[src/verilog/bsc_pkg.sv]
// package of constants and types for the boundary scan data register block
package bsc_pkg;
	// tap state codes as driven by the neighbouring tap controller
	typedef enum logic [3:0] {
		BSC_TLR = 4'h0,
		BSC_RTI = 4'h1,
		BSC_SEL_DR = 4'h2,
		BSC_CAP_DR = 4'h3,
		BSC_SHF_DR = 4'h4,
		BSC_EX1_DR = 4'h5,
		BSC_PAU_DR = 4'h6,
		BSC_EX2_DR = 4'h7,
		BSC_UPD_DR = 4'h8,
		BSC_SEL_IR = 4'h9,
		BSC_CAP_IR = 4'ha,
		BSC_SHF_IR = 4'hb,
		BSC_EX1_IR = 4'hc,
		BSC_PAU_IR = 4'hd,
		BSC_EX2_IR = 4'he,
		BSC_UPD_IR = 4'hf
	} bsc_tap_t;
	localparam int BSC_IR_W = 6;
	localparam logic [5:0] BSC_OP_EXTEST = 6'h00;
	localparam logic [5:0] BSC_OP_SAMPLE = 6'h01;
	localparam logic [5:0] BSC_OP_IDCODE = 6'h02;
	localparam logic [5:0] BSC_OP_HIGHZ = 6'h03;
	localparam logic [5:0] BSC_OP_CLAMP = 6'h3e;
	localparam logic [5:0] BSC_OP_BYPASS = 6'h3f;
	localparam logic BSC_BYPASS_CAPTURE = 1'b0;
	localparam logic BSC_CELL_RESET = 1'b0;
	localparam logic [31:0] BSC_IDCODE_RESET = 32'h00000001;
	localparam int BSC_N_IN = 4;
	localparam int BSC_N_OUT = 4;
	localparam int BSC_N_BIDI = 4;
endpackage : bsc_pkg

[src/verilog/bsc_cell.sv]
// one boundary cell: capture/shift stage plus falling-edge update latch
`timescale 1ns/1ns
`default_nettype none
module bsc_cell
	import bsc_pkg::*;
(
	input wire logic core_clk,
	input wire logic reset_n,
	input wire logic clk_en,
	input wire logic tck_rise,
	input wire logic tck_fall,
	input wire logic capture,
	input wire logic shift,
	input wire logic update,
	input wire logic cap_in,
	input wire logic scan_in,
	output logic scan_out,
	output logic upd_out
);
	logic stage_q;
	logic upd_q;
	logic pend_q;
	assign scan_out = stage_q;
	assign upd_out = upd_q;
	always_ff @(posedge core_clk) begin
		if (!reset_n) begin
			stage_q <= BSC_CELL_RESET;
			upd_q <= BSC_CELL_RESET;
			pend_q <= 1'b0;
		end else if (clk_en) begin
			if (tck_rise && capture) begin
				stage_q <= cap_in;
			end else if (tck_rise && shift) begin
				stage_q <= scan_in;
			end
			if (tck_rise) begin
				pend_q <= update;
			end
			// update latch moves on the falling edge, away from capture skew
			if (tck_fall && pend_q) begin
				upd_q <= stage_q;
			end
		end
	end
endmodule : bsc_cell
`default_nettype wire

[src/verilog/bsc_chain.sv]
// boundary scan test data registers, bypass and id register, serial output mux
`timescale 1ns/1ns
`default_nettype none
// Functional notes
// - input pins carry an observe cell, outputs carry control cells, bidirectional pins carry both.
// - there are three data registers: one-bit bypass, boundary scan and device id.
// - all data registers share one serial input and output, the instruction picks the output.
// - the boundary register sits in the path under EXTEST or SAMPLE/PRELOAD.
// - on entering EXTEST at Update-IR the held latch values drive pins and enables at once.
// - every boundary cell updates its latch on the falling test clock edge.
// - input cells only sample the pin and never drive anything.
// - enable cells match output cells but drive a pad enable instead of data.
// - each bidirectional pin has exactly an enable cell and a single capture cell.
// - outside EXTEST the core enable value selects the capture cell source.
// - enable high and no EXTEST captures core outgoing data.
// - enable low or EXTEST captures the pad incoming value.
// - scan input is taken on rising test clock, scan output changes on falling.
// - Capture-DR loads zero into the bypass bit.
module bsc_chain
	import bsc_pkg::*;
#(
	parameter int N_IN = BSC_N_IN,
	parameter int N_OUT = BSC_N_OUT,
	parameter int N_BIDI = BSC_N_BIDI,
	parameter logic [31:0] IDCODE_VAL = BSC_IDCODE_RESET // arbitrary value
)
(
	input wire logic core_clk,
	input wire logic reset_n,
	input wire logic clk_en,
	input wire logic tck,
	input wire logic tdi,
	input wire logic [3:0] tap_state,
	input wire logic [5:0] ir_code,
	input wire logic [N_IN-1:0] pin_in,
	input wire logic [N_OUT-1:0] core_out,
	input wire logic [N_OUT-1:0] core_oe,
	input wire logic [N_BIDI-1:0] core_bd_out,
	input wire logic [N_BIDI-1:0] core_bd_oe,
	input wire logic [N_BIDI-1:0] pad_bd_in,
	output logic tdo,
	output logic tdo_oe_n,
	output logic [N_OUT-1:0] pad_out,
	output logic [N_OUT-1:0] pad_oe,
	output logic [N_BIDI-1:0] pad_bd_out,
	output logic [N_BIDI-1:0] pad_bd_oe,
	output logic test_mode
);
	// ************************************************************
	// sampling of the external pins
	// ************************************************************
	localparam int NC = N_IN + 2 * N_OUT + 2 * N_BIDI;
	logic [1:0] tck_s_q, tdi_s_q;
	logic tck_d_q;
	logic [3:0] st_s1_q, st_s2_q;
	logic [5:0] ir_s1_q, ir_s2_q;
	logic [N_IN-1:0] pin_s1_q, pin_s2_q;
	logic [N_BIDI-1:0] bd_s1_q, bd_s2_q;
	always_ff @(posedge core_clk) begin
		if (!reset_n) begin
			tck_s_q <= 2'h0;
			tdi_s_q <= 2'h0;
			tck_d_q <= 1'b0;
			st_s1_q <= 4'h0;
			st_s2_q <= 4'h0;
			ir_s1_q <= BSC_OP_BYPASS;
			ir_s2_q <= BSC_OP_BYPASS;
			pin_s1_q <= '0;
			pin_s2_q <= '0;
			bd_s1_q <= '0;
			bd_s2_q <= '0;
		end else if (clk_en) begin
			tck_s_q <= {tck_s_q[0], tck};
			tdi_s_q <= {tdi_s_q[0], tdi};
			tck_d_q <= tck_s_q[1];
			st_s1_q <= tap_state;
			st_s2_q <= st_s1_q;
			ir_s1_q <= ir_code;
			ir_s2_q <= ir_s1_q;
			pin_s1_q <= pin_in;
			pin_s2_q <= pin_s1_q;
			bd_s1_q <= pad_bd_in;
			bd_s2_q <= bd_s1_q;
		end
	end

	// ************************************************************
	// decode
	// ************************************************************
	wire tck_rise = tck_s_q[1] & ~tck_d_q;
	wire tck_fall = ~tck_s_q[1] & tck_d_q;
	wire st_cap = (st_s2_q == BSC_CAP_DR);
	wire st_shf = (st_s2_q == BSC_SHF_DR);
	wire st_upd = (st_s2_q == BSC_UPD_DR);
	wire ir_extest = (ir_s2_q == BSC_OP_EXTEST);
	wire ir_bsr = ir_extest | (ir_s2_q == BSC_OP_SAMPLE);
	wire ir_id = (ir_s2_q == BSC_OP_IDCODE);
	wire bsr_cap = st_cap & ir_bsr;
	wire bsr_shf = st_shf & ir_bsr;
	wire bsr_upd = st_upd & ir_bsr;

	// ************************************************************
	// boundary register: inputs, outputs (data+enable), bidi (enable+capture)
	// ************************************************************
	logic [NC-1:0] cap_v, upd_v;
	logic [NC:0] chain;
	assign chain[0] = tdi_s_q[1];
	genvar gi;
	generate
		for (gi = 0; gi < N_IN; gi++) begin : g_in
			assign cap_v[gi] = pin_s2_q[gi];
		end
		for (gi = 0; gi < N_OUT; gi++) begin : g_out
			assign cap_v[N_IN + 2 * gi] = core_out[gi];
			assign cap_v[N_IN + 2 * gi + 1] = core_oe[gi];
		end
		for (gi = 0; gi < N_BIDI; gi++) begin : g_bidi
			localparam int B = N_IN + 2 * N_OUT + 2 * gi;
			// enable cell, then single capture cell fed by the pad/core mux
			assign cap_v[B] = core_bd_oe[gi];
			assign cap_v[B + 1] = (core_bd_oe[gi] & ~ir_extest) ? core_bd_out[gi] : bd_s2_q[gi];
		end
		for (gi = 0; gi < NC; gi++) begin : g_cell
			bsc_cell u_cell (
				.core_clk(core_clk),
				.reset_n(reset_n),
				.clk_en(clk_en),
				.tck_rise(tck_rise),
				.tck_fall(tck_fall),
				.capture(bsr_cap),
				.shift(bsr_shf),
				.update(bsr_upd),
				.cap_in(cap_v[gi]),
				.scan_in(chain[gi]),
				.scan_out(chain[gi + 1]),
				.upd_out(upd_v[gi])
			);
		end
	endgenerate

	// ************************************************************
	// bypass and id registers, output selection
	// ************************************************************
	logic byp_q;
	logic [31:0] id_q;
	logic tdo_q, tdo_oe_n_q;
	logic [N_OUT-1:0] pad_out_q, pad_oe_q;
	logic [N_BIDI-1:0] bd_out_q, bd_oe_q;
	logic test_q;
	wire sel_bit = ir_bsr ? chain[NC] : (ir_id ? id_q[0] : byp_q);
	// pins follow the update latches the moment extest is decoded; no wait for update-dr
	logic [N_OUT-1:0] upd_o, upd_oe;
	logic [N_BIDI-1:0] upd_bo, upd_boe;
	generate
		for (gi = 0; gi < N_OUT; gi++) begin : g_po
			assign upd_o[gi] = upd_v[N_IN + 2 * gi];
			assign upd_oe[gi] = upd_v[N_IN + 2 * gi + 1];
		end
		for (gi = 0; gi < N_BIDI; gi++) begin : g_pb
			assign upd_boe[gi] = upd_v[N_IN + 2 * N_OUT + 2 * gi];
			assign upd_bo[gi] = upd_v[N_IN + 2 * N_OUT + 2 * gi + 1];
		end
	endgenerate
	always_ff @(posedge core_clk) begin
		if (!reset_n) begin
			byp_q <= BSC_BYPASS_CAPTURE;
			id_q <= BSC_IDCODE_RESET;
			tdo_q <= 1'b0;
			tdo_oe_n_q <= 1'b1;
			pad_out_q <= '0;
			pad_oe_q <= '0;
			bd_out_q <= '0;
			bd_oe_q <= '0;
			test_q <= 1'b0;
		end else if (clk_en) begin
			if (tck_rise && st_cap) begin
				byp_q <= BSC_BYPASS_CAPTURE;
				id_q <= IDCODE_VAL;
			end else if (tck_rise && st_shf) begin
				byp_q <= tdi_s_q[1];
				id_q <= {tdi_s_q[1], id_q[31:1]};
			end
			if (tck_fall) begin
				tdo_q <= sel_bit;
				tdo_oe_n_q <= ~st_shf;
			end
			test_q <= ir_extest;
			pad_out_q <= ir_extest ? upd_o : core_out;
			pad_oe_q <= ir_extest ? upd_oe : core_oe;
			bd_out_q <= ir_extest ? upd_bo : core_bd_out;
			bd_oe_q <= ir_extest ? upd_boe : core_bd_oe;
		end
	end
	assign tdo = tdo_q;
	assign tdo_oe_n = tdo_oe_n_q;
	assign pad_out = pad_out_q;
	assign pad_oe = pad_oe_q;
	assign pad_bd_out = bd_out_q;
	assign pad_bd_oe = bd_oe_q;
	assign test_mode = test_q;

	// ************************************************************
	// assertions
	// ************************************************************
	property p_byp_zero;
		@(posedge core_clk) disable iff (!reset_n)
		(clk_en && tck_rise && st_cap) |=> (byp_q == 1'b0);
	endproperty
	a_byp_zero: assert property (p_byp_zero) else $error("bypass not zero after capture");
	property p_extest_drive;
		@(posedge core_clk) disable iff (!reset_n)
		(clk_en && ir_extest) |=> (pad_out == $past(upd_o));
	endproperty
	a_extest_drive: assert property (p_extest_drive) else $error("extest pins not from latches");
	property p_extest_oe;
		@(posedge core_clk) disable iff (!reset_n)
		(clk_en && ir_extest) |=> (pad_oe == $past(upd_oe));
	endproperty
	a_extest_oe: assert property (p_extest_oe) else $error("extest enables not from latches");
	property p_tdo_fall;
		@(posedge core_clk) disable iff (!reset_n)
		(clk_en && !tck_fall) |=> $stable(tdo);
	endproperty
	a_tdo_fall: assert property (p_tdo_fall) else $error("tdo moved off falling edge");
	property p_tdo_sel;
		@(posedge core_clk) disable iff (!reset_n)
		(clk_en && tck_fall) |=> (tdo == $past(sel_bit));
	endproperty
	a_tdo_sel: assert property (p_tdo_sel) else $error("tdo not from selected register");
	property p_bsr_path;
		@(posedge core_clk) disable iff (!reset_n)
		(clk_en && tck_fall && ir_bsr) |=> (tdo == $past(chain[NC]));
	endproperty
	a_bsr_path: assert property (p_bsr_path) else $error("boundary register not in path");
	property p_bidi_ext;
		@(posedge core_clk) disable iff (!reset_n)
		(clk_en && tck_rise && bsr_cap && ir_extest) |=> (chain[NC] == $past(bd_s2_q[N_BIDI-1]));
	endproperty
	a_bidi_ext: assert property (p_bidi_ext) else $error("bidi capture not from pad in extest");
	property p_bidi_core;
		@(posedge core_clk) disable iff (!reset_n)
		// second to last bidi pin, its capture stage feeds chain[NC-2]
		(clk_en && tck_rise && bsr_cap && !ir_extest && core_bd_oe[N_BIDI-2])
			|=> (chain[NC-2] == $past(core_bd_out[N_BIDI-2]));
	endproperty
	a_bidi_core: assert property (p_bidi_core) else $error("bidi capture not from core");
	// last detected rise was in update-dr; state moves with the pin fall, so track the rise
	logic rise_upd_q;
	always_ff @(posedge core_clk) begin
		if (!reset_n) begin
			rise_upd_q <= 1'b0;
		end else if (clk_en && tck_rise) begin
			rise_upd_q <= st_upd;
		end
	end
	property p_no_upd;
		@(posedge core_clk) disable iff (!reset_n)
		!(clk_en && tck_fall && rise_upd_q) |=> $stable(upd_v);
	endproperty
	a_no_upd: assert property (p_no_upd) else $error("latch moved outside update");
endmodule : bsc_chain
`default_nettype wire

[config.mk]
export PLATFORM = sky130hd
export DESIGN_NAME = bsc_chain
export DESIGN_NICKNAME = d
export VERILOG_FILES = /design/src/verilog/bsc_pkg.sv /design/src/verilog/bsc_cell.sv /design/src/verilog/bsc_chain.sv
export SDC_FILE = /design/constraint.sdc
export NUM_CORES = 1
export LEC_CHECK = 0
export BUFFER_PORTS_ARGS = -buffer_cell sky130_fd_sc_hd__buf_2
export CORE_UTILIZATION = 35
export DETAILED_ROUTE_END_ITERATION = 7
export GPL_ROUTABILITY_DRIVEN = 0
export PLACE_DENSITY = 0.54
export SKIP_CTS_REPAIR_TIMING = 1
export SLEW_MARGIN = 20
export SYNTH_ARGS = -nofsm -noshare
export SYNTH_HDL_FRONTEND = slang
export SYNTH_SLANG_ARGS = --single-unit
export TNS_END_PERCENT = 50
[constraint.sdc]
create_clock -name core_clk -period 2.4 [get_ports core_clk]
set_clock_uncertainty 0.15 [all_clocks]
set_input_delay 0.36 -clock core_clk [delete_from_list [all_inputs] [get_ports core_clk]]
set_output_delay 0.36 -clock core_clk [all_outputs]
set_load 0.1 [all_outputs]
# Word level (Yosys, flattened, before mapping)

Index checks and enable logic that the tools add are counted.

Bits in registers: 130
Input bits: 39
Output and inout bits: 19
Logic and storage cells: 143

Equal/unequal tests: 5
Mux-type cells: 54
Bitwise gates (word level): 14
Reduce and logical (&&, ||, !) cells: 13

Operator list:

| kind               | count |
|---|---|
| $mux 32            | 2 |
| $mux 1             | 48 |
| $mux 4             | 4 |
| $reduce_and 2->1   | 5 |
| $and 1x1->1        | 9 |
| $eq 6x1->1 const B | 1 |
| $eq 6x2->1 const B | 1 |
| $logic_not 6->1    | 1 |
| $logic_and 1x1->1  | 5 |
| $eq 4x2->1 const B | 1 |
| $eq 4x3->1 const B | 1 |
| $eq 4x4->1 const B | 1 |
| $not 1->1          | 4 |
| $reduce_bool 2->1  | 2 |
| $or 1x1->1         | 1 |

# Depth between registers and ports, before layout

Gate-level depths: netlist of the first run.

Depth after elaboration: 6
Depth in mapped cells: 6
Gate-level depth less buffers: 4

# Modules after synthesis

Synthesis of the first run repeated with hierarchy kept, for this count alone.

Cells, all modules: 688
Area, all modules: 6553.8 um^2

By module, submodules not included:

| module    | times used | cells an instance | area an instance (um^2) | seq. area each (um^2) |
|---|---|---|---|---|
| bsc_chain | 1          | 408               | 3851.2                  | 1841.8 |
| bsc_cell  | 20         | 14                | 135.1                   | 60.1 |

# Least setup slack after synthesis of the first run

Ideal clock, no wire load.

Kind: reg-to-reg
From: register ir_s2_q[2]
To: register bd_oe_q[0], in the netlist pad_bd_oe[0]
Setup time: 0.136 ns
Arrival: 1.654 ns
Required time: 2.114 ns
Path slack: 0.459 ns
Cell stages (with the launch flop): 7
Buffers on the path: 2
Clock period less this slack: 1.941 ns
Cell sequence: dfxtp_1 or4_4 or3_1 clkbuf_1 clkbuf_1 nand2_1 a31oi_1

Cells in the longest elaborated chain, start to end: 2

Ends and longest elaborated chain:

| element                | line             | source |
|---|---|---|
| start, declared        | bsc_chain.sv:56  | `logic [5:0] ir_s1_q, ir_s2_q;` |
| start signal, assigned | bsc_chain.sv:79  | `ir_s2_q <= ir_s1_q;` |
| $logic_not 6->1        | bsc_chain.sv:95  | `wire ir_extest = (ir_s2_q == BSC_OP_EXTEST);` |
| $mux 4                 | bsc_chain.sv:191 | `bd_oe_q <= ir_extest ? upd_boe : core_bd_oe;` |
| end signal, assigned   | bsc_chain.sv:191 |  |
| end, declared          | bsc_chain.sv:148 | `logic [N_BIDI-1:0] bd_out_q, bd_oe_q;` |

Every way passes these cells.
A chain may end at the register's enable or synchronous reset.

# Final worst setup path of the first run

From: register ir_s2_q[2]
To: register g_cell[6].u_cell.stage_q

Cells in the longest elaborated chain, start to end: 6
Elaborated cells on any way between the ends: 10
Those cells by class: eq/ne (1); mux (1); bitwise (3); reduce/logical (5)

Ends and longest elaborated chain:

| element                                       | line                             | source |
|---|---|---|
| $eq 6x1->1 or $logic_not 6->1 (tied branches) | bsc_chain.sv:96, bsc_chain.sv:95 |  |
| $or 1x1->1 (*)                                | bsc_chain.sv:96                  | `wire ir_bsr = ir_extest \| (ir_s2_q == BSC_OP_SAMPLE);` |
| $and 1x1->1 (on tied branches)                | bsc_chain.sv:99, bsc_chain.sv:98 |  |
| $logic_and 1x1->1 (on tied branches)          | bsc_cell.sv:33, bsc_cell.sv:31   |  |
| $reduce_bool 2->1 (no source line)            | --                               |  |
| $reduce_and 2->1 (no source line)             | --                               |  |
| end signal, assigned                          | bsc_cell.sv:32                   | `stage_q <= cap_in;` |
| end signal, assigned                          | bsc_cell.sv:34                   | `stage_q <= scan_in;` |
| end, declared                                 | bsc_cell.sv:20                   | `logic stage_q;` |

Every way passes the cells marked *; elsewhere a longest branch is shown, timed or not.

==> reports/metrics.cfg, run 1 <==
[logic_synthesis]
yosysMostFrequentCell=dfxtp_1
synth_nets=573
yosys_register_bits=129
yosysSeqAreaShare=0.5225
synthArstFlopShare=0
yosysTopAreaCellShare=0.5225
ys.flop_type=dfxtp_1
ys_types=35
synth_edf_count=0
synth_area_leader_cell=dfxtp_1
yosysWarnings=0
ys_top_cells_by_count=129 x dfxtp_1, 83 x nand2_1, 62 x mux2i_1, 61 x nor2_1, 38 x clkbuf_1
synth_cells=534
syn-cell-area_um2=4942
synth_area_leaders=dfxtp_1 52%, mux2i_1 13%, nand2_1 6.3%
syn_avg_cell_area_um2=9.255

[final_layout]
final_area_um2=5971
num_antenna_cells=0
layout.nets=614
fillers=1383
regArea_um2=2582
multiInputGateArea_um2=2180
layout-drive-gt1-share=0.1752
area_delta_synth_final_pct=20.81

[routing]
totalWireLength_um=10360
drt_first_pass_iters=5
dr_total_vias=3758
drt_first_iter_violations=246
drtAntennaViolNets=0
drc=0
wl_per_cell_um=13.49
drt-vias-per-instance=4.893

[clocking]
max-clock-path-buffers=2
cts_root_buf=clkbuf_16
clkTransAtPathRegs_ns=0.05
cts_max_level=4
clock_latency_ns=0.42
cts_tree=yes
cts.sinks=129
cts_buffers=17

[floorplanning]
die_w_um=120.8
dieArea_um2=14600
rows=43
start_util=0.3574
ios=58
coreArea_um2=13830
die_h_um=120.8

[run_status]
status=completed

[pwr]
leakage_nw=2.304
vdd_drop_max_uv=496.0
power_density_nw_per_um2=873.2

[sta]
slew_headroom=0.5939
hold_slack_ns=0.008407
setup_viol=0
tns_ns=0
hold_violations=0
setup_ws_ns=0.2404
tightest_slew_ns=0.6091
slew_viol_final=0
min_period_ns=2.160
rsz0062_at_grt=no
fin_crit_sh=0.8998
fmax_ghz=0.4631

[critical_path]
crit_chain=or4_4 > or2_4 > or3_4 > o21ai_1
crit_path_max_fanout=22
required_ns=2.58
startpoint=ir_s2_q[2]
startpoint_type=flop
critical_path_arrival_ns=2.34
cp-end-kind=flop
max_stage_delay_ns=0.57
cp_slowest_cell=or4_4
critical_path_class=flop to flop
reg2reg_from=ir_s2_q[2]

[placed_design]
place_area_um2=5359
pre_cts_slack_ns=0.2761
port_buffers=57
dp.final_hpwl_um=6728

[grt]
grt_pass1_vias=3607
grt_max_degree=61
grt_overflow=0
grt_pass1_wl_um=17530
antenna_found_initial=0
track_usage=0.1540

[run]
max_cap_violations=0

[min_path]
hp-start=ir_code[0]
min-delay-path-class=input pin to flop

==> cell type report <==
type	instances	area share
clock buffers	28	0.08655
flip-flops and latches	129	0.4325
multi-input cells	360	0.3650
inverters	1	0.0006287
clock inverters	4	0.01593
well taps	180	0.03772
repair buffers	66	0.06161
==> worst max-delay path, delay by kind of cell, from the launching register on <==
family,cells,cell delay [ns]
AND/OR/NAND/NOR,3,1.43
AO/OA/AOI/OAI,1,0.17
flip-flops,1,0.31
==> state kept, by name, indices dropped and copies added (netlist names), 6 cells and up <==
| name | cells |
|---|---|
| g_cell.u_cell.upd_out | 16 |
| ir_s2_q | 6 |
| ir_s1_q | 6 |
| g_cell.u_cell.scan_out | 20 |
| id_q | 31 |
==> metal layers <==
metal  track usage  vias up  wire, um
met5             0        -         0
met4       0.06019        0        67
met3       0.04906        7       488
met2        0.2318       76      4643
met1        0.2035     1720      5165
li1              -     1955         -
==> cell families (layout without fill, tap and decap cells) <==
group | after synthesis | after routing | synth area share
AO/OA/AOI/OAI | 125 | 125 | 0.1582
buffers and inverters | 45 | 99 | 0.03747
flip-flops | 129 | 129 | 0.5225
multiplexers | 66 | 66 | 0.1347
AND/OR/NAND/NOR | 169 | 169 | 0.1471
==> stage by stage <==
step / std cells / power (mW) / utilization
after global routing: 768 / 5.427 / 0.4318
after global placement: 736 / 2.619 / 0.3876
after detailed placement: 736 / 2.626 / 0.3876
after floorplan: 534 / 2.532 / -
final: 768 / 5.214 / 0.4318
after CTS: 768 / 5.282 / 0.4318
==> placed cells by master (no fill, tap or decap), types with 2 or more instances in the layout <==
cell type / count
or3_1: 3
o21ai_1: 20
clkbuf_1: 6
a31oi_1: 16
o21ai_0: 18
nor2b_1: 4
a22oi_1: 31
nand2_1: 83
clkbuf_8: 5
nand3b_1: 3
buf_4: 9
nor2_1: 61
a21oi_1: 17
bufinv_16: 3
clkbuf_16: 17
o211ai_1: 21
nor3_2: 2
buf_2: 56
mux2i_1: 62
dfxtp_1: 129
mux2_2: 4
==> final timing paths <==
kind                               endpoint  slack (ns)  cells past startpoint
hold reg to reg   g_cell[17].u_cell.upd_out        0.30                      2
setup reg to reg  g_cell[6].u_cell.scan_out        0.24                      4
setup / recovery  g_cell[6].u_cell.scan_out        0.24                      4
hold / removal                   ir_s1_q[0]       0.008                      3
==> power breakdown <==
part | switching (mW) | internal [mW] | leakage, nW
Clock | 0.865 | 1.77 | 0.299
Combinational | 0.252 | 0.100 | 0.956
Sequential | 0.0295 | 2.19 | 1.05
Power figures use the tool's default switching activity.
==> run 2, diff against run 1 <==
--- a/config.mk
+++ b/config.mk
@@ -9,7 +9,9 @@
 export CORE_UTILIZATION = 35
 export DETAILED_ROUTE_END_ITERATION = 7
 export GPL_ROUTABILITY_DRIVEN = 0
+export MAX_ROUTING_LAYER = met4
 export PLACE_DENSITY = 0.54
+export SETUP_SLACK_MARGIN = 0.3
 export SKIP_CTS_REPAIR_TIMING = 1
 export SLEW_MARGIN = 20
 export SYNTH_ARGS = -nofsm -noshare
==> run 2 against run 1 <==
  * Non-clock buffer count rose by 4
  * Via count is 1.3% higher
  * Combinational power about the same
  * Sequential power is essentially flat
  * Clock power about the same
  * Clock-buffer cell count unchanged
  * Maximum frequency increased by 7.8%
  * Total power is 0.13% higher
  * Cell count up 0.78%
  * Sequential share of layout area decreased by 0.40 points
  * Largest cell class unchanged
  * Wire length grew 3.3%
  * Setup slack improved by 0.16 ns
==> reports/metrics.cfg, run 2 (synthesis gave the netlist of run 1 again) <==
[run_status]
status=completed

[pwr]
power_mw=5.220
vdd_drop_max_uv=503.6
leakage_nw=2.325
power_density_nw_per_um2=866.4

[sta]
setup_viol=0
hold_violations=0
slew_headroom=0.5989
setup_ws_ns=0.3968
min_period_ns=2.003
slew_viol_final=0
tns_ns=0
rsz0062_at_grt=no
hold_slack_ns=0.01538
fin_crit_sh=0.8347
fmax_ghz=0.4992
tightest_slew_ns=0.6016

[final_layout]
area_delta_synth_final_pct=21.92
num_antenna_cells=0
largest_reg_flops=31
final_cell_mix=129 x dfxtp_1, 83 x nand2_1, 62 x mux2i_1
fillers=1374
regMostFlops=id_q
layout.nets=620
layout-drive-gt1-share=0.1835
layout_commonest_cell=dfxtp_1

[grt]
track_usage=0.1592
grt_overflow=0
antenna_found_initial=0
grt_max_degree=61
grt_pass1_vias=3604
grt_pass1_wl_um=17550

[critical_path]
cp-end-kind=flop
required_ns=2.59
worstReg2RegEnd=g_cell[9].u_cell.scan_out
critical_path_arrival_ns=2.19
critical_path_class=flop to flop
r2r_slack_ns=0.40
reg2reg_from=ir_s2_q[2]
reg2regPathDepth=4
crit_path_max_fanout=10
startpoint_type=flop

[routing]
drt_first_pass_iters=5
dr_total_vias=3806
drt_first_iter_violations=261
drt-vias-per-instance=4.917
totalWireLength_um=10700
wl_per_cell_um=13.83
drc=0
drtAntennaViolNets=0

[clocking]
clkTransAtPathRegs_ns=0.05
cts.sinks=129
clock_latency_ns=0.41
cts_root_buf=clkbuf_16
cts_buffers=17
max-clock-path-buffers=2
cts_max_level=4
cts_tree=yes

[floorplanning]
ios=58
dieArea_um2=14600
rows=43
die_h_um=120.8
coreArea_um2=13830
start_util=0.3574
die_w_um=120.8

[placed_design]
port_buffers=57
dp.final_hpwl_um=6728
pre_cts_slack_ns=0.2761

[min_path]
min-delay-path-class=input pin to flop
hold_end=ir_s1_q[2]
hp-start=ir_code[2]
hold_path_depth=3

[run]
max_cap_violations=0

## run 2: cell count changes in the layout (fill, tap and decap cells not counted)
cell,delta
or3_4,+2
buf_4,+3
or3_1,-1
dlygate4sd3_1,+1
or2_2,+1
## run 2: how the worst max path moves through the flow
stage                     from                    endpoint  slack [ns]
floorplan           ir_s2_q[2]                pad_bd_oe[0]        0.46
global placement    ir_s2_q[2]  g_cell[18].u_cell.scan_out        0.31
detailed placement  ir_s2_q[2]   g_cell[6].u_cell.scan_out        0.28
CTS                 ir_s2_q[2]   g_cell[9].u_cell.scan_out        0.25
global route        ir_s2_q[2]   g_cell[2].u_cell.scan_out        0.31
finish              ir_s2_q[2]   g_cell[9].u_cell.scan_out        0.40
## run 2: area by class of cell
class	instances	area, um2	area share
clock buffers	28	516.7	0.08576
well taps	180	225.2	0.03738
clock inverters	4	95.09	0.01578
inverters	1	3.754	0.0006229
repair buffers	70	400.4	0.06645
multi-input cells	362	2202	0.3654
flip-flops and latches	129	2582	0.4286
## run 2: routing by layer
layer	track usage	vias to the layer above	part of all wire	wire length (um)
li1	-	1974	-	-
met1	0.2041	1747	0.50	5382
met2	0.2325	74	0.45	4796
met3	0.05377	11	0.038	405
met4	0.05556	0	0.011	119
met5	-	-	0	0
## run 2: metrics by stage
stage	instances	utilization	area (um2)
after floorplan	534	-	4942
after global placement	736	0.3876	5359
after detailed placement	736	0.3876	5359
after CTS	768	0.4318	5971
after global routing	774	0.4358	6026
final	774	0.4358	6026
## run 2: worst max-delay path, cell delays in order (launching register included)
cell	delay, ns
dfxtp_1	0.31
or4_4	0.59
or2_4	0.31
or3_4	0.42
o21ai_1	0.15
## run 2: where the power goes
part | switching, mW | total, mW | internal, mW
Clock | 0.870 | 2.64 | 1.77
Combinational | 0.253 | 0.354 | 0.101
Sequential | 0.0298 | 2.22 | 2.19
Total | 1.15 | 5.22 | 4.07
